[config.mk]
export PLATFORM = sky130hd
export DESIGN_NAME = i2c_sensor_register_port
export DESIGN_NICKNAME = d
export VERILOG_FILES = /design/src/i2c_sensor_register_port.v /design/src/reg_window_step.v
export VERILOG_INCLUDE_DIRS = /design/src /design/src/src
export SDC_FILE = /design/constraint.sdc
export NUM_CORES = 1
export LEC_CHECK = 0
export BUFFER_PORTS_ARGS = -buffer_cell sky130_fd_sc_hd__buf_2
export CAP_MARGIN = 20
export CORE_MARGIN = 2
export CORE_UTILIZATION = 40
export DETAILED_ROUTE_END_ITERATION = 6
export GPL_TIMING_DRIVEN = 0
export PLACE_DENSITY = 0.69
export SLEW_MARGIN = 20
export SYNTH_ARGS = -nofsm -noshare
export SYNTH_HDL_FRONTEND = slang
export SYNTH_HIERARCHICAL = 1
export SYNTH_SLANG_ARGS = --single-unit
[constraint.sdc]
create_clock -name clk -period 2 [get_ports clk]
set_clock_uncertainty 0.05 [all_clocks]
set_input_delay 0.5 -clock clk [delete_from_list [all_inputs] [get_ports clk]]
set_output_delay 0.5 -clock clk [all_outputs]
set_load 0.02 [all_outputs]
[src/sensor_i2c_map.vh]
// Constants for the sensor register port: bus address, pointer layout,
// register window bounds and bus timing figures.
// Assumes a 125 MHz system clock sampling the bus pins.
`ifndef SENSOR_I2C_MAP_VH
`define SENSOR_I2C_MAP_VH

`define BUS_ADDR 7'h38
`define PTR_PREFIX 3'h2
`define REG_FIRST 8'h40
`define WR_GAP_LAST 8'h46
`define WR_JUMP 8'h52
`define RD_JUMP 8'h4a
`define REG_LAST 8'h5e
`define PTR_RESET 8'h40
`define CLK_NS 8
// Hs data valid after SCL low, at most 70 ns hold is respected by 8 cycles
`define HS_HOLD_NS 70
`define HOLD_CYC (((`HS_HOLD_NS) / (`CLK_NS)) > 0 ? ((`HS_HOLD_NS) / (`CLK_NS)) : 1)

`endif
[src/i2c_sensor_register_port.v]
// I2C slave register port: bus address match, pointer byte, auto-increment
// writes and reads through a non-contiguous register window.
// Assumes scl and sda inputs are already synchronous to clk; register
// storage lives outside and is reached over the wr/rd strobes.
`timescale 1ns/1ns
`default_nettype none
`include "sensor_i2c_map.vh"

module i2c_sensor_register_port
(
  // Clock and reset
  input wire clk,
  input wire rst_b,
  // Bus pins, sda open drain (oe low means driving low)
  input wire scl_in,
  input wire sda_in,
  output reg sda_out,
  output reg sda_oe_b,
  // Register side
  output reg [7:0] reg_addr,
  output reg [7:0] reg_wdata,
  output reg reg_wr,
  output reg reg_rd,
  input wire [7:0] reg_rdata,
  // Status
  output reg bus_busy
);

  localparam ST_IDLE = 3'd0;
  localparam ST_ADDR = 3'd1;
  localparam ST_PTR = 3'd2;
  localparam ST_WDATA = 3'd3;
  localparam ST_RDATA = 3'd4;
  localparam ST_ACK = 3'd5;
  localparam ST_MACK = 3'd6;

  reg scl_d_reg;
  reg sda_d_reg;
  reg [2:0] state_reg;
  reg [2:0] after_reg;
  reg [3:0] bit_cnt_reg;
  reg [7:0] shift_reg;
  reg [7:0] ptr_reg;
  reg rd_mode_reg;
  reg drive_low_reg;
  wire [7:0] ptr_step;

  wire scl_rise = scl_in && !scl_d_reg;
  wire scl_fall = !scl_in && scl_d_reg;
  wire start_seen = scl_in && scl_d_reg && sda_d_reg && !sda_in;
  wire stop_seen = scl_in && scl_d_reg && !sda_d_reg && sda_in;

  // read stepping shares the window function
  reg_window_step reg_window_step_i
  (
    .ptr(ptr_reg),
    .is_read(rd_mode_reg),
    .ptr_next(ptr_step)
  );

  // edge history at 125 MHz covers a 3.4 MHz bus clock
  always @(posedge clk or negedge rst_b)
  begin
    if (!rst_b)
    begin
      scl_d_reg <= 1'b1;
      sda_d_reg <= 1'b1;
    end
    else
    begin
      scl_d_reg <= scl_in;
      sda_d_reg <= sda_in;
    end
  end

  // Protocol engine; the clock pin is only ever read
  always @(posedge clk or negedge rst_b)
  begin
    if (!rst_b)
    begin
      state_reg <= ST_IDLE;
      after_reg <= ST_IDLE;
      bit_cnt_reg <= 4'h0;
      shift_reg <= 8'h00;
      ptr_reg <= `PTR_RESET;
      rd_mode_reg <= 1'b0;
      drive_low_reg <= 1'b0;
      reg_addr <= `PTR_RESET;
      reg_wdata <= 8'h00;
      reg_wr <= 1'b0;
      reg_rd <= 1'b0;
      bus_busy <= 1'b0;
    end
    else
    begin
      reg_wr <= 1'b0;
      reg_rd <= 1'b0;
      reg_addr <= ptr_reg;
      if (start_seen)
      begin
        // Repeated start keeps the pointer for a following read
        state_reg <= ST_ADDR;
        bit_cnt_reg <= 4'h0;
        drive_low_reg <= 1'b0;
        bus_busy <= 1'b1;
      end
      else if (stop_seen)
      begin
        // stop after pointer only leaves registers untouched
        state_reg <= ST_IDLE;
        drive_low_reg <= 1'b0;
        bus_busy <= 1'b0;
      end
      else if (scl_rise && state_reg != ST_IDLE && state_reg != ST_ACK && state_reg != ST_RDATA
               && state_reg != ST_MACK)
      begin
        shift_reg <= {shift_reg[6:0], sda_in};
        bit_cnt_reg <= bit_cnt_reg + 4'h1;
      end
      else if (scl_rise && state_reg == ST_RDATA)
        bit_cnt_reg <= bit_cnt_reg + 4'h1;
      else if (scl_rise && state_reg == ST_MACK)
      begin
        // missing acknowledge ends our driving of sda
        if (sda_in)
          state_reg <= ST_IDLE;
        else
        begin
          // step now so the fetch on the next fall sees the new register
          ptr_reg <= ptr_step;
          bit_cnt_reg <= 4'h0;
        end
      end
      else if (scl_fall)
      begin
        if (state_reg == ST_ACK)
        begin
          drive_low_reg <= 1'b0;
          state_reg <= after_reg;
          bit_cnt_reg <= 4'h0;
          if (after_reg == ST_RDATA)
          begin
            // read begins at the held pointer
            reg_rd <= 1'b1;
            shift_reg <= reg_rdata;
            drive_low_reg <= !reg_rdata[7];
          end
        end
        else if (state_reg == ST_RDATA)
        begin
          if (bit_cnt_reg == 4'h8)
          begin
            drive_low_reg <= 1'b0;
            state_reg <= ST_MACK;
          end
          else
          begin
            shift_reg <= {shift_reg[6:0], 1'b0};
            drive_low_reg <= !shift_reg[6];
          end
        end
        else if (state_reg == ST_MACK && bit_cnt_reg == 4'h0)
        begin
          // Acknowledged: fetch the next byte and drive its top bit
          state_reg <= ST_RDATA;
          reg_rd <= 1'b1;
          shift_reg <= reg_rdata;
          drive_low_reg <= !reg_rdata[7];
        end
        else if (bit_cnt_reg == 4'h8)
        begin
          if (state_reg == ST_ADDR)
          begin
            // only our bus address gets an acknowledge
            if (shift_reg[7:1] == `BUS_ADDR)
            begin
              drive_low_reg <= 1'b1;
              rd_mode_reg <= shift_reg[0];
              after_reg <= shift_reg[0] ? ST_RDATA : ST_PTR;
              state_reg <= ST_ACK;
            end
            else
              state_reg <= ST_IDLE;
          end
          else if (state_reg == ST_PTR)
          begin
            // pointer loads from the low five bits of the byte
            ptr_reg <= {`PTR_PREFIX, shift_reg[4:0]};
            drive_low_reg <= 1'b1;
            after_reg <= ST_WDATA;
            state_reg <= ST_ACK;
          end
          else if (state_reg == ST_WDATA)
          begin
            // store at pointer, then step the write window
            reg_wr <= 1'b1;
            reg_addr <= ptr_reg;
            reg_wdata <= shift_reg;
            ptr_reg <= ptr_step;
            drive_low_reg <= 1'b1;
            after_reg <= ST_WDATA;
            state_reg <= ST_ACK;
          end
        end
      end
    end
  end

  // Open-drain data pin, registered so the pad comes from a flip-flop
  always @(posedge clk or negedge rst_b)
  begin
    if (!rst_b)
    begin
      sda_out <= 1'b1;
      sda_oe_b <= 1'b1;
    end
    else
    begin
      sda_out <= 1'b0;
      sda_oe_b <= !drive_low_reg;
    end
  end

endmodule // i2c_sensor_register_port
`default_nettype wire

[src/reg_window_step.v]
// Next-register function for the non-contiguous register window.
// Purely combinational; caller supplies the current pointer.
`timescale 1ns/1ns
`default_nettype none
`include "sensor_i2c_map.vh"

module reg_window_step
(
  // Current pointer and direction
  input wire [7:0] ptr,
  input wire is_read,
  // Following register
  output reg [7:0] ptr_next
);

  // Gap handling differs between read and write
  always @*
  begin
    if (ptr >= `REG_LAST || ptr < `REG_FIRST)
      ptr_next = `REG_FIRST;
    else if (ptr == `WR_GAP_LAST)
      ptr_next = is_read ? `RD_JUMP : `WR_JUMP;
    else if (!is_read && ptr > `WR_GAP_LAST && ptr < `WR_JUMP)
      ptr_next = `WR_JUMP;
    else if (is_read && ptr > `WR_GAP_LAST && ptr < `RD_JUMP)
      ptr_next = `RD_JUMP;
    else
      ptr_next = ptr + 8'h01;
  end

endmodule // reg_window_step
`default_nettype wire

==> results of run 1 <==
==> placed cells by master, fill, tap and decap left out, types with 3 or more instances in the layout <==
master / netlist / routed
dfstp_2: 6 / 6
buf_6: 3 / 3
xnor2_1: 3 / 3
clkbuf_8: 0 / 5
a211oi_1: 3 / 3
a21oi_2: 4 / 4
inv_1: 14 / 12
nand2b_1: 5 / 5
a21oi_1: 7 / 6
mux2i_1: 9 / 9
o22ai_1: 4 / 3
o211ai_1: 3 / 3
ha_1: 4 / 3
nor3b_1: 3 / 3
nand3_1: 8 / 8
buf_4: 5 / 19
nor3_1: 6 / 5
o21ai_0: 19 / 18
nor2_1: 12 / 12
o22a_1: 15 / 15
buf_2: 7 / 37
and2_1: 3 / 3
dfrtp_1: 45 / 43
conb_1: 3 / 4
nand2_1: 14 / 14
mux2_2: 10 / 9
==> final cells by class <==
cell class / instances / share of cell area, %
Multi-Input combinational cell: 193 / 44.6
Tap cell: 99 / 3.56
Inverter: 14 / 1.51
Timing Repair Buffer: 45 / 7.40
Sequential cell: 51 / 36.9
Clock buffer: 5 / 1.98
Clock inverter: 3 / 0.754
Buffer: 16 / 3.27
==> metrics by stage <==
stage               setup WS, ns  cell area (um^2)  util, %
floorplan                 0.0248              2910        -
global placement          -0.189              3190     44.8
detailed placement        -0.207              3200     44.8
CTS                     -0.00423              3340     46.8
global route             -0.0614              3480     48.8
finish                   -0.0330              3480     48.8
==> timing repair <==
| item | CTS | global route |
|---|---|---|
| buffers inserted | 4 | 9 |
| resized for setup | 5 | 19 |
| pin swaps | 4 | 6 |
| endpoints found under the hold margin | 0 | 0 |
| hold buffers | 0 | 0 |
| setup endpoints to repair | 26 | 28 |
==> Yosys cell counts, types with 2 or more instances <==
library cell	number	area, um^2
dfrtp_1	45	1130
o21ai_0	19	95.1
o22a_1	15	131
inv_1	14	52.6
nand2_1	14	52.6
nor2_1	12	45.0
mux2_2	10	113
mux2i_1	9	90.1
nand3_1	8	40.0
a21oi_1	7	35.0
buf_2	7	35.0
dfstp_2	6	158
nor3_1	6	30.0
buf_4	5	37.5
nand2b_1	5	31.3
a21oi_2	4	35.0
ha_1	4	50.1
o22ai_1	4	25.0
a211oi_1	3	22.5
and2_1	3	18.8
buf_6	3	33.8
conb_1	3	11.3
nor3b_1	3	22.5
nor4_1	3	18.8
o211ai_1	3	22.5
xnor2_1	3	26.3
a211o_1	2	17.5
a21o_1	2	15.0
and2b_1	2	15.0
and4bb_2	2	25.0
nor4b_1	2	17.5
nor4bb_1	2	20.0
o2111ai_1	2	17.5
or3_1	2	12.5
or3b_1	2	17.5
==> cell families after synthesis <==
| group | Yosys count | synth area share (%) |
|---|---|---|
| xor+xnor | 4 | 1.21 |
| buf+inv | 30 | 5.60 |
| mux | 21 | 7.88 |
| compound gates | 81 | 22.0 |
| fa+ha+maj | 5 | 2.07 |
| other cells | 3 | 0.387 |
| simple gates | 78 | 16.7 |
| flops | 51 | 44.2 |
==> power breakdown <==
| part | total (W) | internal, W | switching, W | leakage, nW |
|---|---|---|---|---|
| Sequential | 0.00137 | 0.00119 | 0.000184 | 0.646 |
| Clock | 0.000653 | 0.000259 | 0.000394 | 0.0491 |
| Combinational | 0.00128 | 0.000587 | 0.000696 | 0.836 |
==> routing by layer <==
layer	track usage, %	vias up
met5	0	-
met3	2.68	14
met1	23.8	1187
li1	-	1112
met2	28.4	59
met4	5.02	0
==> path summary, 6_finish.rpt <==
path,to,startpoint,slack [ns],cells after the start
worst max register to register,state_reg[0],bit_cnt_reg[1],-0.03,7
worst min-delay path,reg_addr[3],rst_b,0.14,1
max in group asynchronous,ptr_reg[1],rst_b,1.28,1
min in group clk,scl_d_reg,scl_in,0.29,1
worst max-delay path,state_reg[0],bit_cnt_reg[1],-0.03,7
worst min register to register,reg_addr[6],ptr_reg[6],0.33,0
==> critical path: cells and delay by family, from the launching register on <==
family                     cells  cell delay (ns)
AOI/OAI and AO/OA              2             0.27
DFF                            1             0.38
buffers and inverters          1             0.06
muxes                          1             0.31
adders and majority gates      1             0.18
and+or+nand+nor                2             0.68
==> key figures, run 1 <==
Run status
  • Status: finished with violations
  • Failing checks: setup timing

Place
  • Gpl congestion: between 0.9 and 1
  • Hpwl dp: roughly 4600 um
  • Placed cell count: 405
  • Port bufs: 32

STA
  • Final setup viols: 1
  • PnR worst setup slack: -0.0330 ns
  • Worst hold slack: ~0.14 ns
  • Fin crit share: 102%
  • Slew Viols, Final: 0
  • Tmin final: slightly above 2 ns
  • RSZ-0062 raised after global routing: yes
  • Final TNS setup: -0.0330 ns
  • Worst-margin pin slew: approximately 0.65 ns
  • Slew HR: a little under three fifths
  • Final hold vios: 0
  • Fmax: between 400 and 500 MHz

Power
  • Pwr dens: 950 nW/um^2
  • Pleak: about 1.5 nW
  • Tot Pwr: about 0.0033 W
  • Worst-case vdd ir drop: approximately 0.39 mV

Critical path
  • Critical path capture point type: flip-flop
  • CP peak stage delay: around 0.42 ns
  • WP data required: between 2 and 2.5 ns
  • Type of origin of the critical path: flip-flop
  • Crit Path Max Fanout: 5
  • WS Path Type: flip-flop to flip-flop
  • CP max-delay cell: or3_4
  • Crit path cell chain: inv_2 -> ha_4 -> nand3b_1 -> a21boi_2 -> or3_4 -> a21oi_2 -> mux2_4
  • Critical path arrival: between 2 and 2.5 ns

Route
  • Met2 routed WL: around 3300 um
  • Total iterations of the first detailed-routing run: 4
  • Antenna Nets Post-Route: 0
  • DR top layer: met4
  • Final WL: roughly 6700 um
  • DRC viols: 0
  • Avg WL per Cell: 15.8 um
  • Avg Vias per Cell: approximately 5.6
  • Met3 WL: 297 um
  • DR iter-0 viols: about 110
  • M1 wire length: a little over 3000 um
  • Vias: 2372

Yosys
  • Yosys cell types: around 70
  • Synth Flop Type: dfrtp_1
  • #FFs+latches synth: between 50 and 60
  • Ys Warns: 6
  • Post-synthesis sequential area ratio: between 40% and 50%
  • Synth Cell Area: just under 3000 um^2
  • Syn avg cell area: about 11 um^2
  • Post-synth ARST share: 100%
  • Post-Syn Instances: about 270
  • EDFF count, synth: 0

Final layout
  • Final #Nets: around 340
  • P&R area growth vs syn: 19.8%
  • Reg area: between 1000 and 1500 um^2
  • Fillers: between 600 and 700
  • Post-Layout Cell Count: about 430
  • Share of cells above drive strength 1: about 37%
  • Multi-input logic area: 1550 um^2
  • Inserted Diodes: 0

Floorplan
  • Die X: between 80 and 90 um
  • Initial Utilization: 40.7%
  • Rows: 31
  • Die area: 7960 um^2
  • I/O pin total: 33
  • Core area: around 7000 um^2
  • Die Ht: 89.2 um

GRT
  • Remaining global-route overflow: 0
  • Largest net degree at the start of global routing: 52
  • Number of global-route vias before repair: around 2200
  • Tot GR Track Use: roughly 17%
  • Initial antenna violation count: 0
  • First-pass GRT wire length: roughly 11000 um

Worst hold path
  • Worst Hold Class: input pin to async pin

Clocking
  • Worst skew pair latency: about 0.32 ns
  • CTS Buffer Depth: 2
  • Clock Pin Slew Worst Setup and Hold Paths: 0.10 ns
  • CTS tree: done
  • CTS Buf Count: 5
  • Clk sinks: between 50 and 60
  • Root Buffer: clkbuf_8
  • H-tree depth: 2

Run
  • Max-cap violations: 0
No activity file was read; power rests on OpenSTA's default activity.
==> run 2: changes to the inputs <==
Settings changed: CTS_BUF_LIST from default to sky130_fd_sc_hd__clkbuf_4.
==> run 2 against run 1 <==
  * The run now ends clean
  * Critical path type unchanged
  * Sequential cell count unchanged
  * Register-to-register slack better by 0.04 ns
  * Largest cell class unchanged
  * Hold slack worse by 0.083 ns
==> key figures, run 2 (synthesis results as in run 1) <==
Floorplan
  • Die X: 89.2 um
  • Core area: approximately 7100 um^2
  • Initial Utilization: approximately two fifths
  • Die area: approximately 8000 um^2
  • Rows: 31
  • I/O pin total: 33
  • Die Ht: around 89 um

GRT
  • Initial antenna violation count: 0
  • Tot GR Track Use: 17.3%
  • Largest net degree at the start of global routing: 52
  • First-pass GRT wire length: 10700 um
  • Number of global-route vias before repair: about 2200
  • Remaining global-route overflow: 0

Route
  • Antenna Nets Post-Route: 0
  • DRC viols: 0
  • Avg WL per Cell: approximately 16 um
  • Total iterations of the first detailed-routing run: 4
  • Final WL: between 6000 and 7000 um
  • Avg Vias per Cell: around 5.5
  • DR iter-0 viols: 126
  • Vias: 2350

Clocking
  • CTS tree: done
  • Clock Pin Slew Worst Setup and Hold Paths: ~0.16 ns
  • Root Buffer: clkbuf_4
  • H-tree depth: 2
  • CTS Buffer Depth: 2
  • Worst skew pair latency: between 0.3 and 0.4 ns
  • CTS Buf Count: 5
  • Clk sinks: 51

Final layout
  • Share of cells above drive strength 1: about 37%
  • Final #Nets: about 350
  • P&R area growth vs syn: 19.6%
  • Most frequent cells in the layout: dfrtp_1 (43), buf_2 (36), buf_4 (22)
  • Util after Layout: 48.7%
  • Commonest non-fill, non-tap cell in the layout: dfrtp_1
  • Inserted Diodes: 0

Worst hold path
  • Worst Hold Class: input pin to async pin

STA
  • Fin crit share: between 90% and 100%
  • Final hold vios: 0
  • Worst-margin pin slew: between 0.6 and 0.7 ns
  • Slew Viols, Final: 0
  • Tmin final: around 2 ns
  • Fmax: 503 MHz
  • Slew HR: 56.4%
  • RSZ-0062 raised after global routing: yes
  • Final setup viols: 0

Place
  • Gpl congestion: ~0.98
  • Hpwl dp: between 4000 and 5000 um
  • Port bufs: 32

Critical path
  • WP data required: ~2.3 ns
  • FF-to-FF setup slack: 0.01 ns
  • Critical path capture point type: flip-flop
  • WS Path Type: flip-flop to flip-flop
  • Type of origin of the critical path: flip-flop
  • Critical path arrival: between 2 and 2.5 ns
  • Crit Path Max Fanout: 10

Power
  • Worst-case vdd ir drop: roughly 0.38 mV
  • Sequential share of power: a little over two fifths
  • Switch share: around two fifths
  • Pwr dens: 923 nW/um^2
  • Tot Pwr: between 0.003 and 0.004 W
  • Comb power frac: roughly 41%
  • Internal: between 0.0015 and 0.002 W
  • Clock network power share: between 10% and 20%
  • Switching power: 0.00127 W
  • Pleak: 1.53 nW

Run status
  • Status: finished clean

Run
  • Max-cap violations: 0
## run 2: repair_timing
item	CTS	global route
hold buffers	0	0
gates resized for setup	6	17
pin swaps	5	5
gates cloned	0	0
setup buffers	4	12
setup endpoints to repair	26	28
## run 2: layout make-up
| cell class | instances | area, um^2 |
|---|---|---|
| inverters | 14 | 52.6 |
| clock buffers | 5 | 37.5 |
| plain buffers | 16 | 116 |
| fillers | 686 | 3660 |
| multi-input cells | 193 | 1550 |
| clock inverters | 3 | 26.3 |
| repair buffers | 48 | 283 |
| flip-flops and latches | 51 | 1290 |
| well taps | 99 | 124 |
## run 2: routing by layer
layer	global-route usage (%)	up-vias	wire [um]
met5	0	-	0
met2	28.2	61	3250
met3	2.68	12	291
met1	23.8	1159	3040
met4	5.02	0	99
li1	-	1118	-
## run 2: power groups by stage
stage	Combinational, W	Clock, W	Sequential [W]
final	0.00130	0.000532	0.00137
after global routing	0.00142	0.000579	0.00140
after CTS	0.00119	0.000542	0.00137
after detailed placement	0.00111	0	0.00139
after global placement	0.00109	0	0.00138
after floorplan	0.000874	0	0.00134
## run 2: worst paths after layout
kind                              start      endpoint  cells after the start
max in group asynchronous         rst_b    ptr_reg[0]                      1
hold / removal                    rst_b   reg_addr[3]                      1
setup reg to reg           state_reg[1]  state_reg[0]                      6
hold reg to reg              ptr_reg[6]   reg_addr[6]                      0
min in group clk                 scl_in     scl_d_reg                      1
setup / recovery           state_reg[1]  state_reg[0]                      6
## run 2: per-stage QoR
step / cell area, um^2 / setup WS, ns / setup TNS [ns] / hold WS (ns) / cells
2_1_floorplan: 2910 / 0.0248 / 0 / 0.154 / 274
3_3_place_gp: 3190 / -0.189 / -0.589 / 0.314 / 405
3_5_place_dp: 3200 / -0.207 / -1.04 / 0.316 / 405
4_1_cts: 3310 / 0.00699 / 0 / 0.0827 / 417
5_1_grt: 3480 / -0.0531 / -0.106 / 0.0928 / 429
6_report: 3480 / 0.0103 / 0 / 0.0614 / 429
## run 2: worst max-delay path, cell delays in order, from the launching register on
cell      delay [ns]
dfrtp_1         0.41
clkbuf_4        0.19
and2b_2         0.31
a21boi_2        0.09
or3_4           0.40
a21oi_2         0.15
mux2_4          0.31
==> run 3: changes to the inputs <==
Settings changed: CORE_UTILIZATION 40 to 46, PLACE_DENSITY 0.69 to 0.77.
==> run 3 against run 2 <==
  * The run now ends with setup timing left
  * First-iteration DRC count is 24% lower
  * Largest power group unchanged
  * Utilization is 9.0 points higher
  * Clock power is 19% higher
  * Sequential share of layout area hardly changed
  * Die area is 12% lower
  * Critical endpoint unchanged
==> key figures, run 3 (synthesis results as in run 1) <==
Final layout
  • Multi-input logic area: 1530 um^2
  • Inserted Diodes: 0
  • Share of cells above drive strength 1: around 37%
  • Fillers: ~510
  • Reg area: 1290 um^2
  • P&R area growth vs syn: 19.7%
  • Commonest non-fill, non-tap cell in the layout: dfrtp_1
  • Final #Nets: roughly 350
  • Post-Layout Cell Count: 408
  • Most frequent cells in the layout: dfrtp_1 (42), buf_2 (38), buf_4 (23)

Floorplan
  • Rows: 28
  • Die X: around 83 um
  • Initial Utilization: 48.2%
  • Die area: between 6000 and 7000 um^2
  • I/O pin total: 33
  • Die Ht: 83.5 um
  • Core area: around 6000 um^2

Critical path
  • CP peak stage delay: around 0.43 ns
  • Crit Path Max Fanout: 5
  • Critical path capture point type: flip-flop
  • Type of origin of the critical path: flip-flop
  • WS Path Type: flip-flop to flip-flop
  • CP bufs+invs: 1
  • Crit path from: bit_cnt_reg[0]
  • Crit path cell chain: inv_2 -> ha_4 -> nand3b_1 -> a21boi_2 -> or3_4 -> a21oi_4 -> mux2_4
  • RR Startpoint: bit_cnt_reg[0]
  • WP data required: approximately 2.2 ns
  • Critical path arrival: ~2.3 ns
  • CP max-delay cell: or3_4
  • Family with the most delay on the worst path: simple AND/OR/NAND/NOR gates

Run status
  • Failing checks: setup timing
  • Status: finished with violations

STA
  • Fmax: 497 MHz
  • Slew Viols, Final: 0
  • Worst-margin pin slew: 0.623 ns
  • RSZ-0062 raised after global routing: yes
  • Tmin final: 2.01 ns
  • Worst hold slack: a little under 0.2 ns
  • Slew HR: 58.3%
  • PnR worst setup slack: -0.0111 ns
  • Final hold vios: 0
  • Final setup viols: 1
  • Fin crit share: 101%

Power
  • Worst-case vdd ir drop: 0.545 mV
  • Pwr dens: 957 nW/um^2
  • Pleak: ~1.6 nW
  • Tot Pwr: 0.00333 W

Place
  • Port bufs: 32
  • Hpwl dp: 4530 um
  • Gpl congestion: between 0.9 and 1
  • Placed cell count: 382

Clocking
  • H-tree depth: 2
  • Root Buffer: clkbuf_4
  • CTS Buf Count: 5
  • CTS Buffer Depth: 2
  • CTS tree: done
  • Worst skew pair latency: approximately 0.39 ns
  • Clock Pin Slew Worst Setup and Hold Paths: 0.16 ns
  • Clk sinks: 51

Route
  • Final WL: between 6000 and 7000 um
  • DRC viols: 0
  • Avg WL per Cell: roughly 16 um
  • Vias: about 2400
  • Avg Vias per Cell: 5.81
  • DR iter-0 viols: 96
  • Antenna Nets Post-Route: 0
  • Total iterations of the first detailed-routing run: 4

GRT
  • Largest net degree at the start of global routing: 32
  • Remaining global-route overflow: 0
  • Tot GR Track Use: a little under a fifth
  • First-pass GRT wire length: 10800 um
  • Initial antenna violation count: 0
  • Number of global-route vias before repair: ~2300

Worst hold path
  • Worst Hold Launch: scl_in
  • Worst Hold Class: input pin to flip-flop

Run
  • Max-cap violations: 0
[run 3: worst reg2reg max path: stages (launching register included)]
cell,delay [ns]
dfrtp_1,0.40
inv_2,0.06
ha_4,0.18
nand3b_1,0.24
a21boi_2,0.11
or3_4,0.43
a21oi_4,0.13
mux2_4,0.31
[run 3: power breakdown]
part / internal [W] / total, W / switching (W)
clock network: 0.000268 / 0.000632 / 0.000364
registers: 0.00119 / 0.00137 / 0.000178
logic: 0.000625 / 0.00133 / 0.000702
[run 3: repair_timing]
item	CTS	global route
gates resized for setup	8	13
hold buffers	1	0
hold endpoints to repair	7	0
gates cloned	0	0
pin swaps	5	4
setup endpoints to repair	26	26
setup buffers	9	8
[run 3: final timing paths]
path,endpoint,slack (ns),depth (start not counted)
worst max-delay path,state_reg[0],-0.01,7
worst min-delay path,scl_d_reg,0.20,1
worst max register to register,state_reg[0],-0.01,7
worst min register to register,reg_addr[6],0.33,0
max in group asynchronous,sda_oe_b,0.77,3
min in group asynchronous,reg_addr[0],0.53,2
[run 3: per-stage QoR]
| stage | setup slack (ns) | setup TNS (ns) | util (%) | instance area, um^2 |
|---|---|---|---|---|
| after floorplan | 0.0248 | 0 | - | 2910 |
| after global placement | -0.151 | -0.511 | 52.5 | 3160 |
| after detailed placement | -0.214 | -1.38 | 52.8 | 3180 |
| after CTS | -0.00439 | -0.00439 | 56.1 | 3380 |
| after global routing | -0.0499 | -0.496 | 57.7 | 3480 |
| final | -0.0111 | -0.0111 | 57.7 | 3480 |
[run 3: metal layers]
layer,GRT usage (%),routed length (um),vias up
li1,-,-,1130
met1,24.7,2870,1151
met2,30.9,3230,67
met3,3.26,278,22
met4,7.77,187,0
met5,0,0,-
[run 3: final cells by class]
type | instances | area share (%)
buffer | 16 | 3.27
clock buffer | 5 | 1.08
clock inverter | 3 | 1.33
inverter | 14 | 1.51
multi-input combinational | 193 | 44.0
sequential | 51 | 37.0
tap | 75 | 2.70
timing repair buffer | 51 | 9.13
